**src/common/frct_consts.vh**
```
// Register indexes, field positions, reset values and count-clock divides for the capture/compare timer
`ifndef FRCT_CONSTS_VH
`define FRCT_CONSTS_VH

// ----------------------------------------
// Register indexes (byte address = 4 * index)
// ----------------------------------------
`define FRCT_IDX_PORT_DIR 16'hff23
`define FRCT_IDX_MODE_CTRL 16'hff48
`define FRCT_IDX_COUNT 16'hff40
`define FRCT_IDX_MATCH_VAL 16'hff41
`define FRCT_IDX_CAPTURE 16'hff42
`define FRCT_IDX_IRQ_CTRL 16'hff43
`define FRCT_IDX_PIN_LATCH 16'hff44
`define FRCT_IDX_COUNT_LO 16'hff45
`define FRCT_IDX_COUNT_HI 16'hff46

// ----------------------------------------
// Mode control fields
// ----------------------------------------
`define FRCT_MC_OUT_DATA 7
`define FRCT_MC_WRAP 6
`define FRCT_MC_EDGE_HI 5
`define FRCT_MC_EDGE_LO 4
`define FRCT_MC_TOGGLE 3
`define FRCT_MC_SRC_HI 2
`define FRCT_MC_SRC_LO 1
`define FRCT_MC_OUT_ALLOW 0

// ----------------------------------------
// Interrupt control fields, pin position in the port
// ----------------------------------------
`define FRCT_IRQ_PENDING 0
`define FRCT_IRQ_MASK 1
`define FRCT_PIN_BIT 3

// ----------------------------------------
// Reset values
// ----------------------------------------
`define FRCT_RST_PORT_DIR 8'hff
`define FRCT_RST_MODE_CTRL 8'h00
`define FRCT_RST_MATCH_VAL 16'hffff
`define FRCT_RST_COUNT 16'h0000
`define FRCT_RST_MASK 1'b1

// ----------------------------------------
// Count source selects and divides
// ----------------------------------------
`define FRCT_SRC_EXT 2'b00
`define FRCT_SRC_DIV1 2'b01
`define FRCT_SRC_DIV4 2'b10
`define FRCT_SRC_DIV32 2'b11
`define FRCT_DIV4_LAST 5'h03
`define FRCT_DIV4_HALF 5'h01
`define FRCT_DIV32_LAST 5'h1f
`define FRCT_DIV32_HALF 5'h0f

`endif

```
**src/design/frct_timer.v**
```verilog
// Sixteen-bit free-running timer with compare, capture, read buffer and shared-pin control
`include "frct_consts.vh"

// Functional notes
// Software sets the pin direction bit to input before using capture.
// Software clears direction bit and pin latch to drive the toggle output.
// Port direction register resets to all ones, every pin input.
// Direction bit 0 drives the pin, 1 releases it as input.
// Counter is never cleared on match; matches repeat every full wrap.
// Source select: 00 companion tick, 01 clock, 10 clock/4, 11 clock/32.
// Count equal to compare raises match request; counting continues.
// With toggling allowed each match inverts the pin; request still raised.
// Enabling the timer output starts the toggle output low.
// Edge select: 00 off, 01 rising, 10 falling, 11 both.
// Selected capture edge loads the count within two clocks and holds it.
// Software disables capture while reading the capture register.
// Read buffer tracks count, freezes after the low-byte read.
// Read buffer resumes tracking after the high-byte read.
// Reset clears the counter to zero, then it free-runs.
// Byte reads go low then high in pairs.
// Counter keeps counting while clocked, so stop-mode exit count is undefined.
// Software masks match request and clears toggle-allow before compare rewrite.
// Compare rewrite equal to count raises the match request at the write.
// Compare rewrite timing may double an interval or distort the toggle wave.
// Byte rewrite of compare: high then low, then clear pending flag.
// Match request lasts half a count period (one whole period with no divide here); toggle-allow set then inverts.
// Toggle-allow 0 blocks inversion on match, 1 enables it.
// Output enable 0 leaves port mode, 1 puts timer output on pin.
// Compare register resets to all ones.
// Wrap flag set by overflow, cleared only by software.
// Counter increments once per count event and wraps to zero.
module frct_timer #(
    parameter CNT_W = 16,
    parameter ADDR_W = 18
) (
    // Clock and reset
    input wire clk_i,
    input wire rst_b_i,
    // Avalon-MM slave
    input wire [ADDR_W-1:0] avs_address_i,
    input wire avs_read_i,
    input wire avs_write_i,
    input wire [31:0] avs_writedata_i,
    input wire [3:0] avs_byteenable_i,
    output wire [31:0] avs_readdata_o,
    output wire avs_waitrequest_o,
    // Companion timer tick
    input wire count_src_ext_i,
    // Shared pin
    input wire capture_in_pin_i,
    output wire toggle_out_pin_o,
    output wire toggle_out_pin_oe_o,
    // Match request
    output wire match_irq_o,
    output wire match_irq_pending_o
);

    // ----------------------------------------
    // State
    // ----------------------------------------
    reg [7:0] port_dir_q;
    reg [7:0] pin_latch_q;
    reg [1:0] src_sel_q;
    reg [1:0] edge_sel_q;
    reg toggle_allow_q;
    reg output_allow_q;
    reg wrap_flag_q;
    reg [CNT_W-1:0] free_run_counter_q;
    reg [CNT_W-1:0] match_value_reg_q;
    reg [CNT_W-1:0] capture_hold_reg_q;
    reg [CNT_W-1:0] read_buf_q;
    reg buf_frozen_q;
    reg match_level_q;
    reg match_irq_pending_q;
    reg match_irq_mask_q;
    reg toggle_q;
    reg cap_prev_q;
    reg cap_hit_q;
    reg ack_q;
    reg [31:0] rdata_q;

    wire tick;
    wire half;
    wire [15:0] idx = avs_address_i[17:2];
    wire req = avs_read_i | avs_write_i;
    wire acc = req & ack_q;
    wire wr = avs_write_i & acc;
    wire rd = avs_read_i & acc;
    wire be0 = avs_byteenable_i[0];
    wire [7:0] wd = avs_writedata_i[7:0];
    wire [CNT_W-1:0] count_next = free_run_counter_q + {{(CNT_W-1){1'b0}}, 1'b1};

    // ----------------------------------------
    // Count clock
    // ----------------------------------------
    frct_prescaler u_prescaler (
        .clk_i(clk_i),
        .rst_b_i(rst_b_i),
        .src_sel_i(src_sel_q),
        .ext_tick_i(count_src_ext_i),
        .tick_o(tick),
        .half_o(half)
    );

    // ----------------------------------------
    // Bus handshake
    // ----------------------------------------
    // One wait cycle on every access gives time to register the read data
    assign avs_waitrequest_o = req & ~ack_q;
    assign avs_readdata_o = rdata_q;

    always @(posedge clk_i) begin
        if (!rst_b_i) begin
            ack_q <= 1'b0;
        end else begin
            ack_q <= req & ~ack_q;
        end
    end

    // ----------------------------------------
    // Write and read decode
    // ----------------------------------------
    wire wr_mode = wr & be0 & (idx == `FRCT_IDX_MODE_CTRL);
    wire wr_irq = wr & be0 & (idx == `FRCT_IDX_IRQ_CTRL);
    wire wr_cmp = wr & (idx == `FRCT_IDX_MATCH_VAL);
    wire rd_lo = rd & (idx == `FRCT_IDX_COUNT_LO);
    wire rd_hi = rd & (idx == `FRCT_IDX_COUNT_HI);
    wire lo_req = avs_read_i & (idx == `FRCT_IDX_COUNT_LO);

    reg [CNT_W-1:0] cmp_d;
    always @* begin
        cmp_d = match_value_reg_q;
        if (wr_cmp && avs_byteenable_i[0]) begin
            cmp_d[7:0] = avs_writedata_i[7:0];
        end
        if (wr_cmp && avs_byteenable_i[1]) begin
            cmp_d[15:8] = avs_writedata_i[15:8];
        end
    end

    // ----------------------------------------
    // Match and wrap events
    // ----------------------------------------
    // A compare write that lands on the current count matches at once;
    // masking does not stop it; the mask bit gates neither the request nor the pending flag
    wire match_cnt = tick & (count_next == match_value_reg_q);
    wire match_wr = wr_cmp & (cmp_d == free_run_counter_q);
    wire match_ev = match_cnt | match_wr;
    wire wrap_ev = tick & (&free_run_counter_q);
    wire toggle_rise = wr_mode & wd[`FRCT_MC_TOGGLE] & ~toggle_allow_q;
    wire out_rise = wr_mode & wd[`FRCT_MC_OUT_ALLOW] & ~output_allow_q;

    // ----------------------------------------
    // Counter and compare
    // ----------------------------------------
    // Counting never stops while the clock runs, except on the companion source with no ticks; this includes any oscillator wait
    always @(posedge clk_i) begin
        if (!rst_b_i) begin
            free_run_counter_q <= `FRCT_RST_COUNT;
            match_value_reg_q <= `FRCT_RST_MATCH_VAL;
        end else begin
            if (tick) begin
                free_run_counter_q <= count_next;
            end
            match_value_reg_q <= cmp_d;
        end
    end

    // ----------------------------------------
    // Control registers
    // ----------------------------------------
    always @(posedge clk_i) begin
        if (!rst_b_i) begin
            port_dir_q <= `FRCT_RST_PORT_DIR;
            pin_latch_q <= 8'h00;
            src_sel_q <= 2'b00;
            edge_sel_q <= 2'b00;
            toggle_allow_q <= 1'b0;
            output_allow_q <= 1'b0;
            match_irq_mask_q <= `FRCT_RST_MASK;
        end else begin
            if (wr & be0 & (idx == `FRCT_IDX_PORT_DIR)) begin
                port_dir_q <= wd;
            end
            if (wr & be0 & (idx == `FRCT_IDX_PIN_LATCH)) begin
                pin_latch_q <= wd;
            end
            if (wr_mode) begin
                src_sel_q <= wd[`FRCT_MC_SRC_HI:`FRCT_MC_SRC_LO];
                edge_sel_q <= wd[`FRCT_MC_EDGE_HI:`FRCT_MC_EDGE_LO];
                toggle_allow_q <= wd[`FRCT_MC_TOGGLE];
                output_allow_q <= wd[`FRCT_MC_OUT_ALLOW];
            end
            if (wr_irq) begin
                match_irq_mask_q <= wd[`FRCT_IRQ_MASK];
            end
        end
    end

    // ----------------------------------------
    // Flags: hardware set wins over software clear
    // ----------------------------------------
    always @(posedge clk_i) begin
        if (!rst_b_i) begin
            wrap_flag_q <= 1'b0;
            match_irq_pending_q <= 1'b0;
            match_level_q <= 1'b0;
        end else begin
            if (wrap_ev) begin
                wrap_flag_q <= 1'b1;
            end else if (wr_mode && !wd[`FRCT_MC_WRAP]) begin
                wrap_flag_q <= 1'b0;
            end
            if (match_ev) begin
                match_irq_pending_q <= 1'b1;
            end else if (wr_irq && !wd[`FRCT_IRQ_PENDING]) begin
                match_irq_pending_q <= 1'b0;
            end
            // Request stays high until the next half mark: half a count period when divided, one whole period with no divide
            if (match_ev) begin
                match_level_q <= 1'b1;
            end else if (half) begin
                match_level_q <= 1'b0;
            end
        end
    end

    assign match_irq_o = match_level_q;
    assign match_irq_pending_o = match_irq_pending_q;

    // ----------------------------------------
    // Toggle output
    // ----------------------------------------
    always @(posedge clk_i) begin
        if (!rst_b_i) begin
            toggle_q <= 1'b0;
        end else if (out_rise) begin
            toggle_q <= 1'b0;
        end else if (match_ev & toggle_allow_q) begin
            toggle_q <= ~toggle_q;
        end else if (toggle_rise & match_level_q) begin
            toggle_q <= ~toggle_q;
        end
    end

    wire pin_dir_bit = port_dir_q[`FRCT_PIN_BIT];
    wire shared_pin_latch = pin_latch_q[`FRCT_PIN_BIT];
    assign toggle_out_pin_o = output_allow_q ? toggle_q : shared_pin_latch;
    assign toggle_out_pin_oe_o = ~pin_dir_bit;

    // ----------------------------------------
    // Capture
    // ----------------------------------------
    // Pin is read even when driven; software keeps it an input for capture
    wire cap_rise = capture_in_pin_i & ~cap_prev_q;
    wire cap_fall = ~capture_in_pin_i & cap_prev_q;
    wire cap_edge = (edge_sel_q[0] & cap_rise) | (edge_sel_q[1] & cap_fall);

    always @(posedge clk_i) begin
        if (!rst_b_i) begin
            cap_prev_q <= 1'b0;
            cap_hit_q <= 1'b0;
            capture_hold_reg_q <= {CNT_W{1'b0}};
        end else begin
            cap_prev_q <= capture_in_pin_i;
            cap_hit_q <= cap_edge;
            // Loaded one clock after the edge is seen; no read protection here
            if (cap_hit_q) begin
                capture_hold_reg_q <= free_run_counter_q;
            end
        end
    end

    // ----------------------------------------
    // Counter read buffer
    // ----------------------------------------
    always @(posedge clk_i) begin
        if (!rst_b_i) begin
            buf_frozen_q <= 1'b0;
            read_buf_q <= `FRCT_RST_COUNT;
        end else begin
            if (rd_lo) begin
                buf_frozen_q <= 1'b1;
            end else if (rd_hi) begin
                buf_frozen_q <= 1'b0;
            end
            // Held from the first cycle of the low-byte request, so the low byte handed out
            // and the high byte read later come from one and the same count
            if (!buf_frozen_q && !lo_req) begin
                read_buf_q <= free_run_counter_q;
            end
        end
    end

    // ----------------------------------------
    // Read data
    // ----------------------------------------
    reg [31:0] rdata_d;
    always @* begin
        rdata_d = 32'h0000_0000;
        case (idx)
            `FRCT_IDX_PORT_DIR: rdata_d[7:0] = port_dir_q;
            `FRCT_IDX_PIN_LATCH: rdata_d[7:0] = pin_latch_q;
            `FRCT_IDX_MODE_CTRL: begin
                rdata_d[7:0] = {toggle_out_pin_o, wrap_flag_q, edge_sel_q, toggle_allow_q, src_sel_q,
                    output_allow_q};
            end
            `FRCT_IDX_IRQ_CTRL: rdata_d[1:0] = {match_irq_mask_q, match_irq_pending_q};
            `FRCT_IDX_COUNT: rdata_d[15:0] = free_run_counter_q;
            `FRCT_IDX_MATCH_VAL: rdata_d[15:0] = match_value_reg_q;
            `FRCT_IDX_CAPTURE: rdata_d[15:0] = capture_hold_reg_q;
            `FRCT_IDX_COUNT_LO: rdata_d[7:0] = read_buf_q[7:0];
            `FRCT_IDX_COUNT_HI: rdata_d[7:0] = read_buf_q[15:8];
            default: rdata_d = 32'h0000_0000;
        endcase
    end

    always @(posedge clk_i) begin
        if (!rst_b_i) begin
            rdata_q <= 32'h0000_0000;
        end else if (avs_read_i & ~ack_q) begin
            rdata_q <= rdata_d;
        end
    end

endmodule

```
**src/design/frct_prescaler.v**
```verilog
// Count-clock enable generator: external tick, main clock, main clock / 4 or / 32
`include "frct_consts.vh"

module frct_prescaler (
    // Clock and reset
    input wire clk_i,
    input wire rst_b_i,
    // Control
    input wire [1:0] src_sel_i,
    input wire ext_tick_i,
    // Enables
    output reg tick_o,
    output reg half_o
);

    reg [4:0] div_q;
    reg ext_prev_q;
    reg [4:0] last_w;
    reg [4:0] half_w;

    always @* begin
        last_w = `FRCT_DIV32_LAST;
        half_w = `FRCT_DIV32_HALF;
        if (src_sel_i == `FRCT_SRC_DIV4) begin
            last_w = `FRCT_DIV4_LAST;
            half_w = `FRCT_DIV4_HALF;
        end
    end

    always @(posedge clk_i) begin
        if (!rst_b_i) begin
            div_q <= 5'h00;
            ext_prev_q <= 1'b0;
        end else begin
            ext_prev_q <= ext_tick_i;
            if (div_q >= last_w) begin
                div_q <= 5'h00;
            end else begin
                div_q <= div_q + 5'h01;
            end
        end
    end

    // Half marks the middle of a count period; with no divide it equals the tick
    always @* begin
        case (src_sel_i)
            `FRCT_SRC_EXT: begin
                tick_o = ext_tick_i & ~ext_prev_q;
                half_o = ext_tick_i & ~ext_prev_q;
            end
            `FRCT_SRC_DIV1: begin
                tick_o = 1'b1;
                half_o = 1'b1;
            end
            default: begin
                tick_o = (div_q == last_w);
                half_o = (div_q == half_w);
            end
        endcase
    end

endmodule

```
**config.mk**
```make
export PLATFORM = sky130hd
export DESIGN_NAME = frct_timer
export DESIGN_NICKNAME = d
export VERILOG_FILES = /design/src/design/frct_timer.v /design/src/design/frct_prescaler.v
export VERILOG_INCLUDE_DIRS = /design/src /design/src/common
export SDC_FILE = /design/constraint.sdc
export NUM_CORES = 1
export LEC_CHECK = 0
export ABC_AREA = 1
export BUFFER_PORTS_ARGS = -buffer_cell sky130_fd_sc_hd__buf_4
export CORE_ASPECT_RATIO = 1.1
export CORE_MARGIN = 10
export CORE_UTILIZATION = 55
export CTS_BUF_LIST = sky130_fd_sc_hd__clkbuf_2 sky130_fd_sc_hd__clkbuf_4 sky130_fd_sc_hd__clkbuf_8
export DETAILED_ROUTE_END_ITERATION = 8
export PLACE_DENSITY = 0.77
export SLEW_MARGIN = 25
export SYNTH_ARGS = -nofsm -noshare
export SYNTH_HDL_FRONTEND = slang
export SYNTH_HIERARCHICAL = 1
export SYNTH_SLANG_ARGS = --single-unit
```
**constraint.sdc**
```tcl
create_clock -name clk_i -period 2.7 [get_ports clk_i]
set_clock_uncertainty 0.2 [all_clocks]
set_input_delay 0.27 -clock clk_i [delete_from_list [all_inputs] [get_ports clk_i]]
set_output_delay 0.27 -clock clk_i [all_outputs]
set_load 0.01 [all_outputs]
```
### After elaboration in Yosys (flattened, before gate mapping)

Index checks and enable logic that the tools add are counted.

| cells by class | value |
|---|---|
| $add $sub $neg | 2 |
| multipliers | 0 |
| div/mod/pow operators | 0 |
| magnitude comparators | 1 |
| equality and inequality tests | 15 |
| shifts and indexed selects | 0 |
| muxes and demuxes | 20 |
| bitwise operators | 40 |
| reductions and logical operators | 18 |

Operators with widths:

| operator | number |
|---|---|
| == test 16 bit (second input constant) | 9 |
| one-hot mux 6 bit (8 select lines) | 1 |
| == test 16 bit | 2 |
| bitwise AND 1 bit | 28 |
| one-hot mux 8 bit (3 select lines) | 1 |
| one-hot mux 2 bit (9 select lines) | 1 |
| adder 16 x 1 -> 16 bit (second input constant) | 1 |
| two-way mux 8 bit | 2 |
| AND reduction 16 bit | 1 |
| two-way mux 1 bit | 11 |
| nonzero test 2 bit | 5 |
| NOT 1 bit | 9 |
| adder 5 x 1 -> 5 bit (second input constant) | 1 |
| == test 5 x 4 -> 1 bit | 1 |
| == test 5 bit | 1 |
| greater-or-equal comparator 5 bit | 1 |
| logical AND 1 bit | 5 |
| two-way mux 5 bit | 1 |
| logical NOT 1 bit | 4 |
| two-way mux 4 bit | 1 |
| one-hot mux 1 bit (2 select lines) | 2 |
| OR reduction 2 bit | 2 |
| OR 1 bit | 3 |
| == test 2 x 1 -> 1 bit (second input constant) | 1 |
| other kinds (2) | 2 |

| word-level totals | value |
|---|---|
| register bits after elaboration | 117 |
| bits in latches | 0 |
| memory bits (writable) | 0 |
| bits in read-only memories | 0 |
| input bits | 60 |
| word-level logic and storage cells | 118 |
| memories | 0 |

### Depth between registers and ports, before layout

| logic depth | value |
|---|---|
| depth in word-level cells | 11 |
| gate-level depth with buffers | 19 |
| mapped depth without buffers | 18 |

### Hierarchy

The synthesis kept the hierarchy.

Modules (own cells, without submodules):

| module | instances | cells an instance | area an instance (µm²) | sequential area each (µm²) |
|---|---|---|---|---|
| frct_timer | 1 | 909 | 6,045.8 | 2,222.1 |
| frct_prescaler | 1 | 57 | 387.9 | 120.1 |

### Least setup slack after synthesis

OpenSTA, ideal clock, no wires.

| timing | value |
|---|---|
| path kind | register to register |
| from | reg u_prescaler.div_q[0] |
| to | reg toggle_q |
| arrival time | 2.034 ns |
| data required time | 2.378 ns |
| slack | 0.344 ns |
| stages on the path, launching flop included | 18 |
| path buffers | 1 |
| cells stage by stage | dfxtp_1 ha_1 nand4_1 o21ai_0 buf_2 inv_1 a21oi_1 nand3_1 nor2_1 nand3_1 nor2_1 nand2_1 nor3_1 nand4_1 nand2_1 nand2_1 nand3_2 a21oi_2 |

| between the ends | value |
|---|---|
| longest elaborated chain between the ends | 6 |
| elaborated cells on any way between the ends | 7 |

RTL lines:

| element | RTL line | RTL |
|---|---|---|
| start: declaration | frct_prescaler.v:16 | `reg [4:0] div_q;` |
| start signal: assignment | frct_prescaler.v:39 | `div_q <= div_q + 5'h01;` |
| == test 5 bit * | frct_prescaler.v:56 | `tick_o = (div_q == last_w);` |
| one-hot mux 1 bit (2 select lines) * | frct_prescaler.v:46 | `case (src_sel_i)` |
| via tick | frct_timer.v:82 | `wire tick;` |
| bitwise AND 1 bit * | frct_timer.v:146 | `wire match_cnt = tick & (count_next == match_value_reg_q);` |
| OR 1 bit * | frct_timer.v:148 | `wire match_ev = match_cnt \| match_wr;` |
| bitwise AND 1 bit * | frct_timer.v:239 | `end else if (match_ev & toggle_allow_q) begin` |
| two-way mux 1 bit or nonzero test 2 bit (tied branches) | - |  |
| end signal: assignment | frct_timer.v:240 | `toggle_q <= ~toggle_q;` |
| end signal: assignment | frct_timer.v:242 | `toggle_q <= ~toggle_q;` |
| end: declaration | frct_timer.v:76 | `reg toggle_q;` |

The timed path passes the listed nets; every way through them passes the cells marked *.
A chain may end at the register's enable or synchronous reset.

### Final worst setup path

| timing | value |
|---|---|
| from | reg src_sel_q[0] |
| to | reg toggle_q |

| between the ends | value |
|---|---|
| longest elaborated chain between the ends | 8 |
| elaborated cells on any way between the ends | 11 |

RTL lines:

| element | RTL line | RTL |
|---|---|---|
| start: declaration | frct_timer.v:63 | `reg [1:0] src_sel_q;` |
| start signal: assignment | frct_timer.v:189 | `` src_sel_q <= wd[`FRCT_MC_SRC_HI:`FRCT_MC_SRC_LO]; `` |
| == test 2 bit (no line) | - |  |
| two-way mux 5 bit | frct_prescaler.v:24 | `` if (src_sel_i == `FRCT_SRC_DIV4) begin `` |
| == test 5 bit | frct_prescaler.v:56 |  |
| one-hot mux 1 bit (2 select lines) * | frct_prescaler.v:46 |  |
| via tick | frct_timer.v:82 |  |
| bitwise AND 1 bit * | frct_timer.v:146 |  |
| OR 1 bit * | frct_timer.v:148 |  |
| bitwise AND 1 bit * | frct_timer.v:239 |  |
| two-way mux 1 bit or nonzero test 2 bit (tied branches) | - |  |

Marked as above.

==> flow_summary_export.csv <==
group,metric,value,unit
outcome,status,"finished, final reports clean",
placed_design,placed_cell_area,7140,um2
yosys,synthArstFlopShare,0,
finish,fin_area,7820,um2
floorplanning,start_util,0.562,
worst_hold_path,hp-class,"primary input to flip-flop",
finish,drive_above_1_share,0.165,
pwr,p_int,0.00283,W
setup_path,worstPathRequired,2.83,ns
yosys,seq_area_frac_synth,0.364,
job,maxCapViolCount,0,
yosys,synth_area_per_cell,6.66,um2
yosys,ys_seq_elements,117,
finish,regArea,2350,um2
finish,instances_no_fill,1238,
routing,first_pass_iters,6,
yosys,synth_edf_count,0,
global_routing,grt_max_degree,48,
yosys,netlist_top_cells_count,"nand2_1 (249), dfxtp_1 (117), inv_1 (113)",
yosys,synth.distinct_cells,42,
timing,fmax,0.386,GHz
timing,relSlewSlack,0.604,
clock_network,clk_pin_slew,0.07,ns
timing,rsz0062_at_grt,"true",
placed_design,dp_cells,1180,
pwr,combPwrFrac,0.111,
setup_path,crit_arrival,2.72,ns
setup_path,startpoint_type,"flip-flop",
pwr,ir_worst_vdd,0.358,mV
finish,fillers,1019,
floorplanning,io_pins,97,
finish,syn_to_final_growth,21.6,%
pwr,seqPwrFrac,0.473,
yosys,ys.warnings.count,6,
routing,vias,6748,
setup_path,end_kind,"flip-flop",
routing,route.detailed.drc,0,
routing,drt-total-wl,19500,um
routing,vias_per_cell,5.45,
timing,finalCritPeriodShare,0.959,
timing,min_period,2.59,ns
clock_network,clock-root-buffer,"clkbuf_8",
pwr,power,0.00382,W
timing,hold_viol,0,
clock_network,clock_path_buffers,2,
clock_network,insertion_delay,0.45,ns
yosys,syn_area,6430,um2
yosys,synth_top_area_share,0.364,
yosys,syn_inst,966,
placed_design,io_buffers,60,
global_routing,grt_overflow_total,0,
finish,nNetsFinal,1138,
timing,worst_pin_slew,0.586,ns
clock_network,cts_tree,"done",
clock_network,htree_levels,4,
timing,finalSetupViolCount,0,
pwr,swShare,0.260,
pwr,p_leak,3.49,nW
yosys,synthFlopType,"dfxtp_1",
clock_network,clock_sinks,117,
global_routing,antenna_found_initial,0,
placed_design,hpwl,14600,um
floorplanning,die_h,133,um
timing,drv_slew,0,
pwr,powerDensity,488,nW/um2
clock_network,cts_buffers,17,
global_routing,grt_pass1_vias,6223,
floorplanning,fp.dieW,123,um
floorplanning,rows,41,
pwr,p_switching,0.000992,W
yosys,synth_most_common_cell,"nand2_1",
global_routing,grt_pass1_wl,31200,um
timing,holdWs,0.0367,ns
pwr,power.share.clock,0.415,
setup_path,cp_max_fo,5,
setup_path,critPathKind,"flip-flop to flip-flop",
yosys,synth_top_cell_by_area,"dfxtp_1",
finish,multi_input_area,3460,um2
finish,antenna_cells,0,
routing,drt_iter0_drc,588,
floorplanning,core-area,11400,um2
placed_design,routabilityCongestion,1.03,
floorplanning,die_area,16400,um2
routing,ant_nets,0,
routing,routedWlPerCell,15.7,um
yosys,synth_area_leaders,"dfxtp_1 (36%), nand2_1 (15%), o21ai_0 (7.1%)",
global_routing,grt.total_usage,0.239,
[placed cells by master (no fill, tap or decap), drive strengths merged]
cell type	synthesis	final
nand2	258	258
dfxtp	117	117
inv	116	115
buf	23	104
o21ai	91	91
a21oi	81	81
nand3	81	81
nor2	76	76
nand4	26	26
clkbuf	26	22
dlygate4sd3	0	21
conb	1	16
o211ai	14	14
xor2	12	12
nor3	10	10
clkinv	2	7
o221ai	6	6
o41ai	6	6
o22ai	6	6
clkinvlp	0	3
a221oi	2	2
a311oi	2	2
xnor2	2	2
bufinv	0	2
ha	2	2
nor4	1	1
nand3b	1	1
xnor3	1	1
nor3b	1	1
o21a	1	1
o21bai	1	1
[routing by layer]
layer | wire length, um | global-route usage
met5 | 0 | 0
met4 | 622 | 0.105
met3 | 1530 | 0.0617
met2 | 9510 | 0.397
met1 | 7830 | 0.280
[power by group through the flow]
stage,logic (W),clock network [W],registers (W)
after floorplan,0.000241,0,0.00184
after detailed placement,0.000385,0,0.00184
after global placement,0.000380,0,0.00184
after global routing,0.000470,0.00169,0.00181
after CTS,0.000412,0.00160,0.00181
final,0.000426,0.00159,0.00181
[path summary, 6_finish.rpt]
| check | start | end | slack, ns | cells after the start |
|---|---|---|---|---|
| worst max-delay path | src_sel_q[0] | toggle_q | 0.11 | 19 |
| worst min-delay path | avs_byteenable_i[1] | match_value_reg_q[10] | 0.04 | 3 |
| worst max register to register | src_sel_q[0] | toggle_q | 0.11 | 19 |
| worst min register to register | pin_latch_q[2] | pin_latch_q[2] | 0.26 | 2 |
[timing repair]
| item | 4_1_cts | 5_1_grt |
|---|---|---|
| gates cloned | 0 | 0 |
| endpoints found under the hold margin | 38 | 0 |
| endpoints found under the setup margin | 1 | 3 |
| buffers inserted | 0 | 6 |
| hold buffers | 21 | 0 |
| resized for setup | 1 | 16 |
| pin swaps | 2 | 5 |
[area by class of cell]
| type | instances | share of cell area |
|---|---|---|
| Sequential cell | 117 | 0.301 |
| Tap cell | 150 | 0.0240 |
| Multi-Input combinational cell | 697 | 0.442 |
| Timing Repair Buffer | 125 | 0.127 |
| Clock inverter | 9 | 0.0133 |
| Inverter | 118 | 0.0574 |
| Clock buffer | 22 | 0.0363 |
[kinds of logic (layout without fill, tap and decap cells)]
group | after synthesis | in the layout | synth area share
flip-flops | 117 | 117 | 0.364
AO/OA/AOI/OAI | 210 | 210 | 0.182
adder cells (fa/ha/maj) | 2 | 2 | 0.00389
buffers and inverters | 167 | 274 | 0.112
other | 1 | 16 | 0.000583
XOR/XNOR | 15 | 15 | 0.0226
AND/OR/NAND/NOR | 454 | 454 | 0.315
[registers in the layout (all words and copies together) (netlist names), 2 cells and up]
name and count:
free_run_counter_q 16, avs_readdata_o 16, edge_sel_q 2, capture_hold_reg_q 16, match_value_reg_q 16, u_prescaler/div_q 5, read_buf_q 16, pin_latch_q 8
port_dir_q 8, src_sel_q 2
[stage by stage]
| stage | TNS (ns) | util | setup slack (ns) |
|---|---|---|---|
| 6_report | 0 | 0.684 | 0.111 |
| 5_1_grt | -0.0651 | 0.684 | -0.0651 |
| 4_1_cts | 0 | 0.676 | 0.00129 |
| 3_3_place_gp | 0 | 0.624 | 0.0460 |
| 3_5_place_dp | 0 | 0.624 | 0.0288 |
| 2_1_floorplan | 0 | - | 0.344 |
[worst max-delay path: stages (launching register included)]
cell     delay [ns]
dfxtp_4        0.37
inv_4          0.06
nand2_4        0.06
nand2_2        0.07
nand4_1        0.10
o21ai_1        0.18
buf_4          0.15
inv_2          0.04
a21oi_2        0.09
nand3_1        0.11
nor2_2         0.14
nand3_1        0.09
nor2_1         0.10
nand2_1        0.08
nor3_2         0.11
nand4_1        0.19
nand2_1        0.16
nand2_1        0.07
nand3_2        0.06
a21oi_2        0.05
Power figures use the tool's default switching activity.
